File: config.mk
export PLATFORM = sky130hd
export DESIGN_NAME = plb_block
export DESIGN_NICKNAME = d
export VERILOG_FILES = /design/src/plb_pkg.sv /design/src/plb_block.sv
export SDC_FILE = /design/constraint.sdc
export NUM_CORES = 1
export LEC_CHECK = 0
export ABC_AREA = 1
export BUFFER_PORTS_ARGS = -buffer_cell sky130_fd_sc_hd__buf_2
export CORE_ASPECT_RATIO = 0.5
export CORE_MARGIN = 8
export CORE_UTILIZATION = 53
export DETAILED_ROUTE_END_ITERATION = 8
export PLACE_DENSITY = 0.77
export SYNTH_ARGS = -nofsm -noshare
export SYNTH_HDL_FRONTEND = slang
export SYNTH_SLANG_ARGS = --single-unit
File: constraint.sdc
create_clock -name clk -period 2.1 [get_ports clk]
set_input_delay 0.315 -clock clk [delete_from_list [all_inputs] [get_ports clk]]
set_output_delay 0.315 -clock clk [all_outputs]
set_load 0.05 [all_outputs]
File: src/plb_pkg.sv
package plb_pkg;

  localparam int unsigned CELLS    = 8;
  localparam int unsigned LUT_BITS = 16;
  localparam int unsigned LUT_IN   = 4;
  localparam int unsigned GBUFS    = 8;

  // apb map, byte addresses
  localparam logic [7:0] OFF_CTRL   = 8'h00;
  localparam logic [7:0] OFF_OUTSEL = 8'h04;
  localparam logic [7:0] OFF_SRVAL  = 8'h08;
  localparam logic [7:0] OFF_STATUS = 8'h0c;
  localparam logic [7:0] OFF_LUT    = 8'h20;
  localparam logic [7:0] LUT_MASK   = 8'he0;

  localparam logic [15:0] RST_LUT    = 16'h0000;
  localparam logic [7:0]  RST_OUTSEL = 8'h00;
  localparam logic [7:0]  RST_SRVAL  = 8'h00;
  localparam logic [7:0]  WAKE_STATE = 8'h00;

  // block control word, low half of the control register
  typedef struct packed {
    logic [1:0] ce_idx;     // odd buffer 2*ce_idx+1
    logic [1:0] sr_idx;     // even buffer 2*sr_idx
    logic       rsvd_hi;
    logic [2:0] clk_idx;
    logic       rsvd_lo;
    logic       clk_rt;
    logic       ce_rt;
    logic       sr_rt;
    logic       ce_used;
    logic       sr_sync;
    logic       sr_used;
    logic       cfg_hold;
  } plb_ctrl_s;

  localparam plb_ctrl_s RST_CTRL = '0;

  typedef struct packed {
    logic [13:0] rsvd;
    logic        cfg_hold;
    logic        carry_out;
    logic [7:0]  cell_out;
    logic [7:0]  ff_q;
  } plb_status_s;

endpackage

File: src/plb_block.sv
`timescale 1ns/1ns
`default_nettype none

module plb_block (
  input  wire logic                  clk,
  input  wire logic                  srst,
  input  wire logic                  psel,
  input  wire logic                  penable,
  input  wire logic                  pwrite,
  input  wire logic [7:0]            paddr,
  input  wire logic [31:0]           pwdata,
  output logic      [31:0]           prdata,
  output logic                       pready,
  output logic                       pslverr,
  input  wire logic [plb_pkg::GBUFS-1:0] global_buffer,
  input  wire logic                  rt_clk,
  input  wire logic                  rt_ce,
  input  wire logic                  rt_sr,
  input  wire logic [31:0]           cell_in,
  input  wire logic                  fast_carry_in,
  output logic [plb_pkg::CELLS-1:0]  cell_out,
  output logic                       fast_carry_out
);

  plb_pkg::plb_ctrl_s ctrl_ff;
  logic [7:0]         outsel_ff;
  logic [7:0]         srval_ff;
  logic [15:0]        lut_init_ff [plb_pkg::CELLS];
  logic [7:0]         ff_q_ff;
  logic [7:0]         cell_out_ff;
  logic               carry_out_ff;
  logic [31:0]        prdata_ff;
  logic               pready_ff;
  logic               pslverr_ff;

  // global buffer synchronisers
  logic [7:0]         gb_s1_ff;
  logic [7:0]         gb_s2_ff;
  logic [7:0]         gb_s3_ff;
  logic [7:0]         gb_lvl_ff;
  logic               clk_prev_ff;
  wire                clk_src = ctrl_ff.clk_rt ? rt_clk : gb_lvl_ff[ctrl_ff.clk_idx];

  // ---------------- apb slave ----------------
  wire                hit_ctrl   = paddr == plb_pkg::OFF_CTRL;
  wire                hit_outsel = paddr == plb_pkg::OFF_OUTSEL;
  wire                hit_srval  = paddr == plb_pkg::OFF_SRVAL;
  wire                hit_status = paddr == plb_pkg::OFF_STATUS;
  wire                hit_lut    = ((paddr & plb_pkg::LUT_MASK) == plb_pkg::OFF_LUT) && (paddr[1:0] == 2'h0);
  wire [2:0]          lut_idx    = paddr[4:2];
  wire                hit_any    = hit_ctrl | hit_outsel | hit_srval | hit_status | hit_lut;
  wire                access     = psel & penable & ~pready_ff;
  wire                wr_done    = psel & penable & pready_ff & pwrite & hit_any;

  plb_pkg::plb_status_s status;
  assign status.rsvd      = '0;
  assign status.cfg_hold  = ctrl_ff.cfg_hold;
  assign status.carry_out = carry_out_ff;
  assign status.cell_out  = cell_out_ff;
  assign status.ff_q      = ff_q_ff;

  wire [31:0] rd_val = hit_ctrl   ? {16'h0000, ctrl_ff} :
                       hit_outsel ? {24'h000000, outsel_ff} :
                       hit_srval  ? {24'h000000, srval_ff} :
                       hit_status ? status :
                       hit_lut    ? {16'h0000, lut_init_ff[lut_idx]} : 32'h00000000;

  // one wait state; write lands on the edge that sees pready
  always_ff @(posedge clk) begin
    if (srst) begin
      pready_ff  <= 1'b0;
      pslverr_ff <= 1'b0;
      prdata_ff  <= 32'h00000000;
    end else begin
      pready_ff  <= access;
      pslverr_ff <= access & ~hit_any;
      prdata_ff  <= (access & ~pwrite) ? rd_val : 32'h00000000;
    end
  end

  always_ff @(posedge clk) begin
    if (srst) begin
      ctrl_ff   <= plb_pkg::RST_CTRL;
      outsel_ff <= plb_pkg::RST_OUTSEL;
      srval_ff  <= plb_pkg::RST_SRVAL;
      for (int i = 0; i < plb_pkg::CELLS; i++) begin
        lut_init_ff[i] <= plb_pkg::RST_LUT;
      end
    end else if (wr_done) begin
      if (hit_ctrl) begin
        ctrl_ff <= plb_pkg::plb_ctrl_s'(pwdata[15:0]);
      end
      if (hit_outsel) begin
        outsel_ff <= pwdata[7:0];
      end
      if (hit_srval) begin
        srval_ff <= pwdata[7:0];
      end
      if (hit_lut) begin
        lut_init_ff[lut_idx] <= pwdata[15:0];
      end
    end
  end

  // ---------------- control distribution ----------------
  // a change counts once stages two and three agree
  always_ff @(posedge clk) begin
    if (srst) begin
      gb_s1_ff    <= 8'h00;
      gb_s2_ff    <= 8'h00;
      gb_s3_ff    <= 8'h00;
      gb_lvl_ff   <= 8'h00;
      clk_prev_ff <= 1'b0;
    end else begin
      gb_s1_ff    <= global_buffer;
      gb_s2_ff    <= gb_s1_ff;
      gb_s3_ff    <= gb_s2_ff;
      gb_lvl_ff   <= (gb_s2_ff & gb_s3_ff) | (gb_lvl_ff & (gb_s2_ff | gb_s3_ff));
      clk_prev_ff <= clk_src;
    end
  end

  // block clock becomes a one-cycle tick on the rising edge of the source
  wire       tick    = clk_src & ~clk_prev_ff;
  wire [2:0] sr_sel  = {ctrl_ff.sr_idx, 1'b0};
  wire [2:0] ce_sel  = {ctrl_ff.ce_idx, 1'b1};
  wire       sr_lvl  = ctrl_ff.sr_rt ? rt_sr : gb_lvl_ff[sr_sel];
  wire       ce_lvl  = ctrl_ff.ce_rt ? rt_ce : gb_lvl_ff[ce_sel];
  wire       ce_eff  = ~ctrl_ff.ce_used | ce_lvl;
  wire       capture = tick & ce_eff;
  // async acts every cycle; sync waits for an enabled block clock edge
  wire       sr_act  = ctrl_ff.sr_used & sr_lvl & (~ctrl_ff.sr_sync | capture);
  wire       gsr     = ctrl_ff.cfg_hold;

  // ---------------- logic cells ----------------
  logic [plb_pkg::CELLS-1:0] lut_out;
  logic [plb_pkg::CELLS:0]   carry;
  logic [plb_pkg::CELLS-1:0] nxt_ff_q;
  logic [plb_pkg::CELLS-1:0] nxt_cell_out;

  assign carry[0] = fast_carry_in;

  for (genvar g = 0; g < plb_pkg::CELLS; g++) begin : g_cell
    wire [3:0] addr = cell_in[g*plb_pkg::LUT_IN +: plb_pkg::LUT_IN];
    // any four-input function: the init word is the truth table
    assign lut_out[g] = lut_init_ff[g][addr];
    // carry from inputs one and two, propagating or generating
    assign carry[g+1] = (addr[1] & addr[2]) | (carry[g] & (addr[1] ^ addr[2]));
    assign nxt_ff_q[g] = gsr    ? plb_pkg::WAKE_STATE[g] :
                         sr_act ? srval_ff[g] :
                         capture ? lut_out[g] : ff_q_ff[g];
    assign nxt_cell_out[g] = outsel_ff[g] ? nxt_ff_q[g] : lut_out[g];
  end

  // outputs are flopped, so the lookup path costs one cycle
  always_ff @(posedge clk) begin
    if (srst) begin
      ff_q_ff      <= plb_pkg::WAKE_STATE;
      cell_out_ff  <= 8'h00;
      carry_out_ff <= 1'b0;
    end else begin
      ff_q_ff      <= nxt_ff_q;
      cell_out_ff  <= nxt_cell_out;
      carry_out_ff <= carry[plb_pkg::CELLS];
    end
  end

  assign prdata         = prdata_ff;
  assign pready         = pready_ff;
  assign pslverr        = pslverr_ff;
  assign cell_out       = cell_out_ff;
  assign fast_carry_out = carry_out_ff;
endmodule

`default_nettype wire

After elaboration in Yosys (flattened, before gate mapping)

Memories as Yosys holds them, arrays and structs flattened.
Cells that the tools add are included.
W data, S select, Z words.

Memories kept: 1
Logic and storage cells: 184
Bits in writable memories: 128
Flip-flop bits (word level): 116
Input port bits: 89

Memories:

| memory      | depth | bits a word | read ports | clocked after memory_dff | wr ports | RTL line        | text |
|---|---|---|---|---|---|---|---|
| lut_init_ff | 8     | 16          | 9          | 0                        | 8        | plb_block.sv:28 | `logic [15:0] lut_init_ff [plb_pkg::CELLS];` |

Magnitude comparators: 11
Bitwise operators: 60
Mux-type cells: 71
Reduce and logical (&&, ||, !) cells: 10
Eq/ne operators: 4

Operators by type and width:

| operator             | count |
|---|---|
| $mux W16             | 5 |
| $mux W1              | 53 |
| $lt A4 B5 Y1 const B | 8 |
| $bmux W1 S4          | 8 |
| $and A1 B1 Y1        | 27 |
| $mux W18             | 1 |
| $and A8 B8 Y8        | 2 |
| $eq A8 B4 Y1 const B | 2 |
| $or A8 B8 Y8         | 2 |
| $reduce_or A16 Y1    | 1 |
| $or A1 B1 Y1         | 14 |
| $lt A3 B4 Y1 const B | 3 |
| $eq A8 B3 Y1 const B | 1 |
| $logic_not A8 Y1     | 1 |
| $xor A1 B1 Y1        | 8 |
| $not A1 Y1           | 7 |
| $reduce_and A2 Y1    | 3 |
| $reduce_or A6 Y1     | 1 |
| $reduce_or A5 Y1     | 1 |
| $bmux W1 S2          | 2 |
| $bmux W1 S3          | 1 |
| $eq A3 B1 Y1 const B | 1 |
| $mux W3              | 1 |
| $logic_not A2 Y1     | 1 |
| other kinds (2)      | 2 |

Longest topological paths before layout

Gate-level depths: netlist of the first run.

Depth after elaboration: 17
Mapped depth: 17

Least setup slack after synthesis of the first run

No wires, ideal clock.

Kind: reg-to-reg
Start: register pready_ff, in the netlist pready
End: memory lut_init_ff[0][0] (enable)
Path slack: -0.282 ns
Arrival: 2.010 ns
Stages on the path, launching flop included: 8
Path buffers: 1
Setup time: 0.372 ns
Path through: dfxtp_1 -> nand4_1 -> inv_1 -> nand3_2 -> nor2_2 -> nand2_2 -> buf_2 -> nand2_1

RTL lines:

| item                   | RTL line        | text |
|---|---|---|
| from (decl)            | plb_block.sv:33 | `logic pready_ff;` |
| from (signal assigned) | plb_block.sv:75 | `pready_ff <= access;` |
| to (decl)              | plb_block.sv:28 |  |

==> results of run 1 <==
-- cell families after synthesis --
| group | share of synthesized area (%) |
|---|---|
| and+or+nand+nor | 20.9 |
| AOI/OAI and AO/OA | 15.0 |
| buffers and inverters | 9.67 |
| adders and majority gates | 0.911 |
| other | 0.0341 |
| DFF | 53.6 |
-- critical path, stage by stage, from the launching register on --
cell      delay [ns]
edfxtp_1        0.44
a22o_1          0.26
o311ai_0        0.67
buf_4           0.23
nand4_1         0.11
nand2_1         0.11
inv_1           0.04
-- cell usage in the layout (no fill, tap or decap), types with 7 or more instances in the layout --
| cell type | netlist | routed |
|---|---|---|
| nand2_2 | 11 | 19 |
| buf_2 | 18 | 101 |
| a21oi_1 | 82 | 82 |
| dfxtp_1 | 102 | 101 |
| o22ai_1 | 23 | 23 |
| clkbuf_16 | 0 | 21 |
| inv_1 | 170 | 170 |
| ha_1 | 8 | 8 |
| o21ai_0 | 72 | 72 |
| edfxtp_1 | 128 | 128 |
| nor2_1 | 186 | 186 |
| nand4_1 | 13 | 13 |
| clkinv_1 | 13 | 15 |
| o311ai_0 | 7 | 7 |
| nand2_1 | 213 | 205 |
| a22oi_1 | 18 | 18 |
| conb_1 | 1 | 14 |
| o211ai_1 | 53 | 53 |
| buf_4 | 19 | 58 |
| nand3_1 | 91 | 91 |
-- area by class of cell --
cell class | instances | area [µm²] | area share [%]
diodes | 1 | 2.50 | 0.0196
clock buffers | 26 | 544 | 4.27
clock inverters | 12 | 114 | 0.893
inverters | 189 | 709 | 5.56
multi-input cells | 828 | 4110 | 32.2
flip-flops and latches | 230 | 5890 | 46.2
well taps | 273 | 342 | 2.68
repair buffers | 164 | 1040 | 8.16
-- power breakdown --
part	leakage (µW)	switching [µW]	total [µW]	internal (µW)
Combinational	0.00312	707	975	268
Clock	0.000324	1710	3810	2100
Sequential	0.00216	69.9	4920	4850
Total	0.00561	2480	9700	7220
-- Yosys cell counts (19+ instances only) --
master / count / share of area [%]
o21ai_0: 72 / 3.3
inv_1: 170 / 5.8
nor2_1: 186 / 6.4
clkbuf_1: 31 / 1.1
edfxtp_1: 128 / 35
nand2_1: 213 / 7.3
o22ai_1: 23 / 1.3
buf_4: 19 / 1.3
nand3_1: 91 / 4.1
o211ai_1: 53 / 3.6
a21oi_1: 82 / 3.7
dfxtp_1: 102 / 19
-- routing by layer --
metal	GRT usage, %	routed length [µm]
met1	38.8	14700
met2	39.1	15200
met3	6.52	4970
met4	6.43	845
met5	0	13
-- through the flow --
| step | hold slack (ns) | total power, µW | instances |
|---|---|---|---|
| floorplan | 0.388 | 5560 | 1316 |
| global placement | 0.389 | 5940 | 1684 |
| detailed placement | 0.392 | 5960 | 1684 |
| CTS | 0.00635 | 9680 | 1722 |
| global route | 0.0146 | 9950 | 1723 |
| finish | 0.0108 | 9700 | 1723 |
-- worst min path at each step --
stage,cells after the start,start,endpoint,slack (ns)
floorplan,2,gb_s1_ff[0]$_SDFF_PP0_,gb_s2_ff[0]$_SDFF_PP0_,0.39
global placement,2,gb_s1_ff[1]$_SDFF_PP0_,gb_s2_ff[1]$_SDFF_PP0_,0.39
detailed placement,2,gb_s1_ff[6]$_SDFF_PP0_,gb_s2_ff[6]$_SDFF_PP0_,0.39
CTS,3,global_buffer[0],gb_s1_ff[0]$_SDFF_PP0_,0.006
global route,3,global_buffer[4],gb_s1_ff[4]$_SDFF_PP0_,0.01
finish,3,global_buffer[6],gb_s1_ff[6]$_SDFF_PP0_,0.01
==> key figures, run 1 <==
STA
  – Fin Setup TNS: 0 ns
  – Slew @ Worst Pin: 0.787 ns
  – Post-route clock period utilization: a little over nine tenths
  – RSZ-0062 raised after global routing: no
  – Post-route setup slack: 0.132 ns
  – Max frequency: 0.508 GHz
  – Hold Vio Cnt, Final: 0
  – Setup Viol. Count Final: 0
  – Clock Skew: 0.0132 ns
  – Slew headroom: 46.9%
  – Max Slew Vio Count: 0
  – Shortest period the worst path allows: 1.97 ns

Clocking
  – Total CTS buffers: 21
  – CTS sink cnt: 230
  – Worst-skew pair later-pin latency: between 0.5 and 0.6 ns
  – CTS HTree Levels: 1
  – Clock transition at path regs: 0.06 ns
  – CTS tree: done
  – Hold_buf cts: 0
  – Clock buffer depth: 3
  – Clk root buf: clkbuf_16
  – CTS resizes: 0
  – Post-CTS setup buffers: 0

GRT
  – Antenna violations before repair: 2
  – Largest net degree at the start of global routing: 34
  – Total grt overflow: 0
  – Vias in the first global route: 9,392
  – First-pass GRT wire length: 53,200 µm
  – GRT Total Usage: 26.6%

Drt
  – Drt drc: 0
  – WL/cell: 20.7 µm
  – Via/cell ratio: roughly 5.8
  – Initial DRC Count: 1,498
  – Detailed-router iteration count before antenna repair: 6
  – Drt total wl: 35,700 µm
  – Vias: 10.1k
  – Post-route ant nets: 0

Synth
  – Number of synthesized flops with an enable pin: 128
  – Synthesized cell area: 0.0110 mm²
  – Post-synthesis async set-or-reset flop share: 0%
  – Synth Warn #: 0
  – Predominant post-synthesis flop cell: edfxtp_1
  – Syn avg cell area: 8.43 µm²
  – Post-synthesis register bit count: 230
  – Distinct cells, synth: 41
  – Post-Syn Instances: 1,303
  – Seq/Total Area, Yosys: roughly 54%

Worst setup path
  – Type of origin of the critical path: flop
  – Crit end category: flop
  – Required @ worst endpoint: 2.51 ns
  – Worst Path Arrival: 2.37 ns
  – Worst Reg-to-Reg Cells: 6
  – Beginning of the critical path: lut_init_ff[5][4]$_SDFFCE_PN0P_
  – Reg2Reg Launch Point: lut_init_ff[5][4]$_SDFFCE_PN0P_
  – Register-to-register setup slack: approximately 0.13 ns
  – Crit Path Class: flop to flop
  – Peak fanout along the critical path: 2
  – Reg-to-reg critical path endpoint: prdata[4]$_SDFF_PP0_
  – Critical Path Sink: prdata[4]$_SDFF_PP0_

Final layout
  – Max FFs per register: 128
  – Final Net Count: 1,531
  – Largest Register: lut_init_ff
  – Post-Route Utilization: 62.3%
  – Synthesis-to-layout area growth: 16.0%
  – Layout fillers: around 1.8k
  – Final instance area: about 0.013 mm²
  – Share of cells above drive strength 1: 16.5%

Placed design
  – Port Buffers: 101
  – Placed Area: 0.0121 mm²
  – Final HPWL DP: between 20,000 and 30,000 µm
  – Placement Setup Slack: -0.146 ns
  – Placer Congestion: 0.998

Outcome
  – Status: completed

Floorplanning
  – Row count: 37
  – Die span in y: 118 µm
  – IO Pins: 132
  – Chip width: 220 µm
  – Core ar.: 0.0205 mm²
  – Die area: 0.0259 mm²
  – Initial core utilization: around 54%

Hold path
  – Worst min-delay path category: input port to flop

Power
  – Peak VDD IR: approximately 0.54 mV
  – Leakage: 0.00561 µW
  – Power Density: 761 mW/mm²

Flow run
  – Number of max-cap violations: 0
No activity file was read; power rests on OpenSTA's default activity.
==> run 2, diff against run 1 <==
--- a/config.mk
+++ b/config.mk
@@ -11,6 +11,7 @@
 export CORE_MARGIN = 8
 export CORE_UTILIZATION = 53
 export DETAILED_ROUTE_END_ITERATION = 8
+export HOLD_SLACK_MARGIN = 0.1
 export PLACE_DENSITY = 0.77
 export SYNTH_ARGS = -nofsm -noshare
 export SYNTH_HDL_FRONTEND = slang
==> run 2 against run 1 <==
Compared with the run above: global-route usage increased by 0.10 points; the run now ends with design-rule violations left; utilization grew 0.39 points; clock-buffer cell count did not move; critical endpoint unchanged; critical path type unchanged; fmax up 1.5%.
==> key figures, run 2 (synthesized netlist as in run 1, its figures left out) <==
Outcome
  – Status: finished, violations left
  – Failing checks: design-rule violations

Clocking
  – CTS tree: done
  – Hold_buf cts: 8
  – Worst-skew pair later-pin latency: 0.51 ns
  – Clock buffer depth: 3
  – Total CTS buffers: 21
  – CTS sink cnt: 230
  – Clk root buf: clkbuf_16
  – Post-CTS setup buffers: 0
  – CTS resizes: 0
  – Clock transition at path regs: around 0.070 ns
  – CTS HTree Levels: 1

Worst setup path
  – Reg2Reg Launch Point: lut_init_ff[4][4]$_SDFFCE_PN0P_
  – Crit end category: flop
  – CP max stage cell: o311ai_0
  – CP cell instances: a22o_1 > o311ai_0 > buf_4 > nand4_1 > nand2_1 > inv_1
  – Required @ worst endpoint: 2.50 ns
  – Critical path's top delay family: compound AO/OA/AOI/OAI gates
  – Reg-to-reg critical path endpoint: prdata[4]$_SDFF_PP0_
  – Crit Path Class: flop to flop
  – Worst Reg-to-Reg Cells: 6
  – Critical path's largest stage delay: 0.66 ns
  – Peak fanout along the critical path: 2
  – Worst Path Arrival: ~2.3 ns
  – Critical path buffer and inverter count: 2
  – Type of origin of the critical path: flop
  – Register-to-register setup slack: 0.16 ns

Final layout
  – Fin cells: 1,731
  – Most frequent cells in the layout: nand2_1, nor2_1, inv_1, edfxtp_1
  – Final Net Count: 1,539
  – Layout fillers: 1,773
  – Max FFs per register: between 100 and 150
  – Commonest non-fill, non-tap cell in the layout: nand2_1
  – Synthesis-to-layout area growth: 16.7%
  – Largest Register: lut_init_ff
  – Share of cells above drive strength 1: ~16%
  – Final instance area: 0.0128 mm²

Placed design
  – Final HPWL DP: roughly 26,000 µm
  – Port Buffers: 101
  – Placer Congestion: between 0.9 and 1
  – Placed Area: 0.0121 mm²
  – Placement Setup Slack: -0.146 ns
  – Dpl cells: 1,684

Flow run
  – Number of max-cap violations: 0

GRT
  – GRT Total Usage: roughly a quarter
  – First-pass GRT wire length: approximately 53,000 µm
  – Vias in the first global route: 9,434
  – Total grt overflow: 0
  – Antenna violations before repair: 2
  – Largest net degree at the start of global routing: 34

Hold path
  – Min-Delay Path Depth: 3
  – Worst min-delay path category: input port to flop
  – Hold_sp: rt_clk
  – Hold EP: clk_prev_ff$_SDFF_PP0_

STA
  – Post-route clock period utilization: 92.3%
  – Slew headroom: between 40% and 50%
  – Hold Vio Cnt, Final: 0
  – Max Slew Vio Count: 0
  – RSZ-0062 raised after global routing: no
  – Setup Viol. Count Final: 0
  – Clock Skew: 0.0142 ns
  – Post-route setup slack: approximately 0.16 ns
  – Slew @ Worst Pin: slightly below 0.8 ns
  – Max frequency: slightly above 0.5 GHz
  – Shortest period the worst path allows: approximately 1.9 ns

Floorplanning
  – IO Pins: approximately 130
  – Die span in y: 118 µm
  – Die area: 0.0259 mm²
  – Row count: 37
  – Chip width: 220 µm
  – Initial core utilization: 53.7%
  – Core ar.: 0.0205 mm²

Power
  – Power Density: 756 mW/mm²
  – Peak VDD IR: 0.541 mV
  – Leakage: 0.00564 µW

Drt
  – Detailed-router iteration count before antenna repair: 9
  – Drt drc: 1
  – Post-route ant nets: 0
  – Initial DRC Count: 1,435
  – Drt total wl: roughly 36,000 µm
  – WL/cell: slightly above 20 µm
  – Via/cell ratio: 5.81
  – Vias: approximately 10k
run 2: routing by layer:
| layer | wire, µm | share of wire (%) | track usage, % | vias up |
|---|---|---|---|---|
| met4 | 896 | 2.5 | 6.43 | 2 |
| met2 | 15300 | 43 | 39.4 | 651 |
| met3 | 4800 | 13 | 6.57 | 78 |
| met5 | 13 | 0.036 | 0 | - |
| met1 | 14800 | 41 | 38.8 | 4707 |
| li1 | - | - | - | 4620 |
run 2: worst max path at each step:
stage | start | endpoint | slack (ns) | cells past startpoint
floorplan | paddr[1] | lut_init_ff[0][0]$_SDFFCE_PN0P_ | 0.07 | 8
global placement | paddr[2] | prdata[1]$_SDFF_PP0_ | -0.14 | 9
detailed placement | paddr[2] | prdata[1]$_SDFF_PP0_ | -0.15 | 9
CTS | lut_init_ff[4][4]$_SDFFCE_PN0P_ | prdata[4]$_SDFF_PP0_ | 0.24 | 6
global route | ctrl_ff[12]$_SDFFE_PP0P_ | cell_out[6]$_SDFF_PP0_ | 0.04 | 10
finish | lut_init_ff[4][4]$_SDFFCE_PN0P_ | prdata[4]$_SDFF_PP0_ | 0.16 | 6
run 2: final cells by class:
cell class | count | area (µm²) | share of cell area, %
Clock buffer | 26 | 544 | 4.24
Sequential cell | 230 | 5890 | 45.9
Multi-Input combinational cell | 828 | 4110 | 32.0
Tap cell | 273 | 342 | 2.66
Antenna cell | 1 | 2.50 | 0.0195
Inverter | 189 | 709 | 5.53
Clock inverter | 12 | 114 | 0.887
Timing Repair Buffer | 172 | 1120 | 8.74
run 2: stage by stage:
stage               setup TNS [ns]  total power (µW)  hold slack, ns  utilization (%)
floorplan                        0              5560           0.388                -
global placement            -0.268              5940           0.389             59.1
detailed placement          -0.281              5960           0.392             59.1
CTS                              0              9690           0.114             62.7
global route                     0              9960           0.136             62.7
finish                           0              9700           0.128             62.7
run 2: worst reg2reg max path, stage by stage, from the launching register on:
cell and delay, ns:
edfxtp_1 0.42, a22o_1 0.29, o311ai_0 0.66, buf_4 0.22, nand4_1 0.09, nand2_1 0.10, inv_1 0.04
run 2: where the power goes:
group / total (µW) / leakage, µW / internal [µW] / switching [µW]
Clock: 3790 / 0.000324 / 2100 / 1690
Sequential: 4920 / 0.00216 / 4850 / 69.2
Combinational: 989 / 0.00316 / 278 / 711
Total: 9700 / 0.00564 / 7230 / 2470
==> run 3, diff against run 2 <==
--- a/config.mk
+++ b/config.mk
@@ -12,6 +12,7 @@
 export CORE_UTILIZATION = 53
 export DETAILED_ROUTE_END_ITERATION = 8
 export HOLD_SLACK_MARGIN = 0.1
+export MAX_ROUTING_LAYER = met4
 export PLACE_DENSITY = 0.77
 export SYNTH_ARGS = -nofsm -noshare
 export SYNTH_HDL_FRONTEND = slang
==> run 3 against run 2 <==
Compared with the run above: the flow now finishes without violations; first-iteration DRC count decreased by 3.8%; clock power increased by 3%; non-clock buffer count increased by 3; critical path depth unchanged; final area increased by 1.0%; via count increased by 1.1%; utilization increased by 0.65 points; global-route usage increased by 0.96 points; sequential share of layout area decreased by 0.47 points; largest cell class unchanged; largest power group unchanged.
==> key figures, run 3 (synthesized netlist as in run 1, its figures left out) <==
Drt
  – Initial DRC Count: roughly 1.4k
  – Detailed-router iteration count before antenna repair: 6
  – Vias: about 10k
  – Drt drc: 0
  – Via/cell ratio: 5.87
  – Post-route ant nets: 0
  – Drt total wl: around 36,000 µm
  – WL/cell: 20.8 µm

Floorplanning
  – Core ar.: 0.0205 mm²
  – IO Pins: around 130
  – Row count: 37
  – Die area: 0.0259 mm²
  – Initial core utilization: 53.7%
  – Die span in y: 118 µm
  – Chip width: 220 µm

Clocking
  – Hold_buf cts: 9
  – CTS resizes: 0
  – CTS HTree Levels: 1
  – Post-CTS setup buffers: 0
  – Worst-skew pair later-pin latency: 0.52 ns
  – Clk root buf: clkbuf_16
  – CTS sink cnt: 230
  – Clock buffer depth: 3
  – CTS tree: done
  – Clock transition at path regs: approximately 0.07 ns
  – Total CTS buffers: 22

Worst setup path
  – Worst Path Arrival: 2.40 ns
  – Crit end category: flop
  – Required @ worst endpoint: 2.52 ns
  – Beginning of the critical path: lut_init_ff[5][4]$_SDFFCE_PN0P_
  – Reg-to-reg critical path endpoint: prdata[4]$_SDFF_PP0_
  – Register-to-register setup slack: 0.12 ns
  – Reg2Reg Launch Point: lut_init_ff[5][4]$_SDFFCE_PN0P_
  – Crit Path Class: flop to flop
  – Critical Path Sink: prdata[4]$_SDFF_PP0_
  – Type of origin of the critical path: flop
  – Peak fanout along the critical path: 2
  – Worst Reg-to-Reg Cells: 6

Final layout
  – Final Net Count: 1,543
  – Largest Register: lut_init_ff
  – Max FFs per register: 128
  – Post-Route Utilization: a little under two thirds
  – Share of cells above drive strength 1: 16.7%
  – Synthesis-to-layout area growth: 18.0%
  – Commonest non-fill, non-tap cell in the layout: nand2_1
  – Antenna diode instance count: 0
  – Final instance area: 0.0130 mm²
  – Most frequent cells in the layout: nand2_1, nor2_1, inv_1, edfxtp_1

STA
  – Max frequency: 0.506 GHz
  – Hold Vio Cnt, Final: 0
  – Max Slew Vio Count: 0
  – Clock Skew: between 0.02 and 0.03 ns
  – Slew headroom: 45.4%
  – Slew @ Worst Pin: 0.808 ns
  – Post-route clock period utilization: approximately 94%
  – Shortest period the worst path allows: 1.98 ns
  – Setup Viol. Count Final: 0
  – RSZ-0062 raised after global routing: no

GRT
  – Total grt overflow: 0
  – Vias in the first global route: 9,470
  – GRT Total Usage: 27.6%
  – Largest net degree at the start of global routing: 55
  – Antenna violations before repair: 0
  – First-pass GRT wire length: 53,800 µm

Flow run
  – Number of max-cap violations: 0

Power
  – Power Density: 760 mW/mm²
  – Peak VDD IR: ~0.6 mV
  – Leakage: 0.00571 µW

Placed design
  – Placed Area: roughly 0.012 mm²
  – Placer Congestion: just over 1
  – Final HPWL DP: between 20,000 and 30,000 µm
  – Port Buffers: 101

Hold path
  – Worst min-delay path category: input port to flop
  – Min-Delay Path Depth: 2

Outcome
  – Status: completed
[run 3: area by class of cell]
class	count	area, µm²
Sequential cell	230	5890
Multi-Input combinational cell	828	4110
Clock buffer	27	604
Timing Repair Buffer	175	1210
Inverter	189	709
Tap cell	273	342
Clock inverter	11	101
Fill cell	1752	7500
[run 3: worst min path at each step]
stage	slack, ns	start	end
after floorplan	0.39	gb_s1_ff[0]$_SDFF_PP0_	gb_s2_ff[0]$_SDFF_PP0_
after global placement	0.39	gb_s1_ff[1]$_SDFF_PP0_	gb_s2_ff[1]$_SDFF_PP0_
after detailed placement	0.39	gb_s1_ff[2]$_SDFF_PP0_	gb_s2_ff[2]$_SDFF_PP0_
after CTS	0.12	srst	ff_q_ff[7]$_SDFF_PP0_
after global routing	0.13	srst	ff_q_ff[0]$_SDFF_PP0_
final	0.13	srst	gb_s3_ff[7]$_SDFF_PP0_
[run 3: per-layer routing]
| layer | track usage, % | vias to the layer above | share of wire, % | wire (µm) |
|---|---|---|---|---|
| li1 | - | 4655 | - | - |
| met1 | 38.6 | 4803 | 41 | 14900 |
| met2 | 39.5 | 621 | 43 | 15300 |
| met5 | - | - | 0 | 0 |
| met4 | 8.78 | 0 | 3.6 | 1300 |
| met3 | 6.18 | 91 | 12 | 4440 |
[run 3: worst max-delay path, stage by stage, from the launching register on]
cell and delay [ns]:
edfxtp_1 0.43, a22o_1 0.27, o311ai_0 0.69, buf_4 0.23
nand4_1 0.12, nand2_1 0.12, inv_1 0.05
[run 3: metrics by stage]
step / hold slack [ns] / TNS, ns / setup slack, ns / cells / power, µW
2_1_floorplan: 0.388 / 0 / 0.0731 / 1316 / 5560
3_3_place_gp: 0.388 / -0.266 / -0.152 / 1686 / 5960
3_5_place_dp: 0.394 / -0.225 / -0.114 / 1686 / 5980
4_1_cts: 0.118 / 0 / 0.257 / 1733 / 9820
5_1_grt: 0.131 / 0 / 0.0995 / 1733 / 10100
6_report: 0.125 / 0 / 0.123 / 1733 / 9850
[run 3: where the power goes]
group	switching [µW]	internal, µW
clock network	1730	2190
registers	69.1	4850
logic	715	290
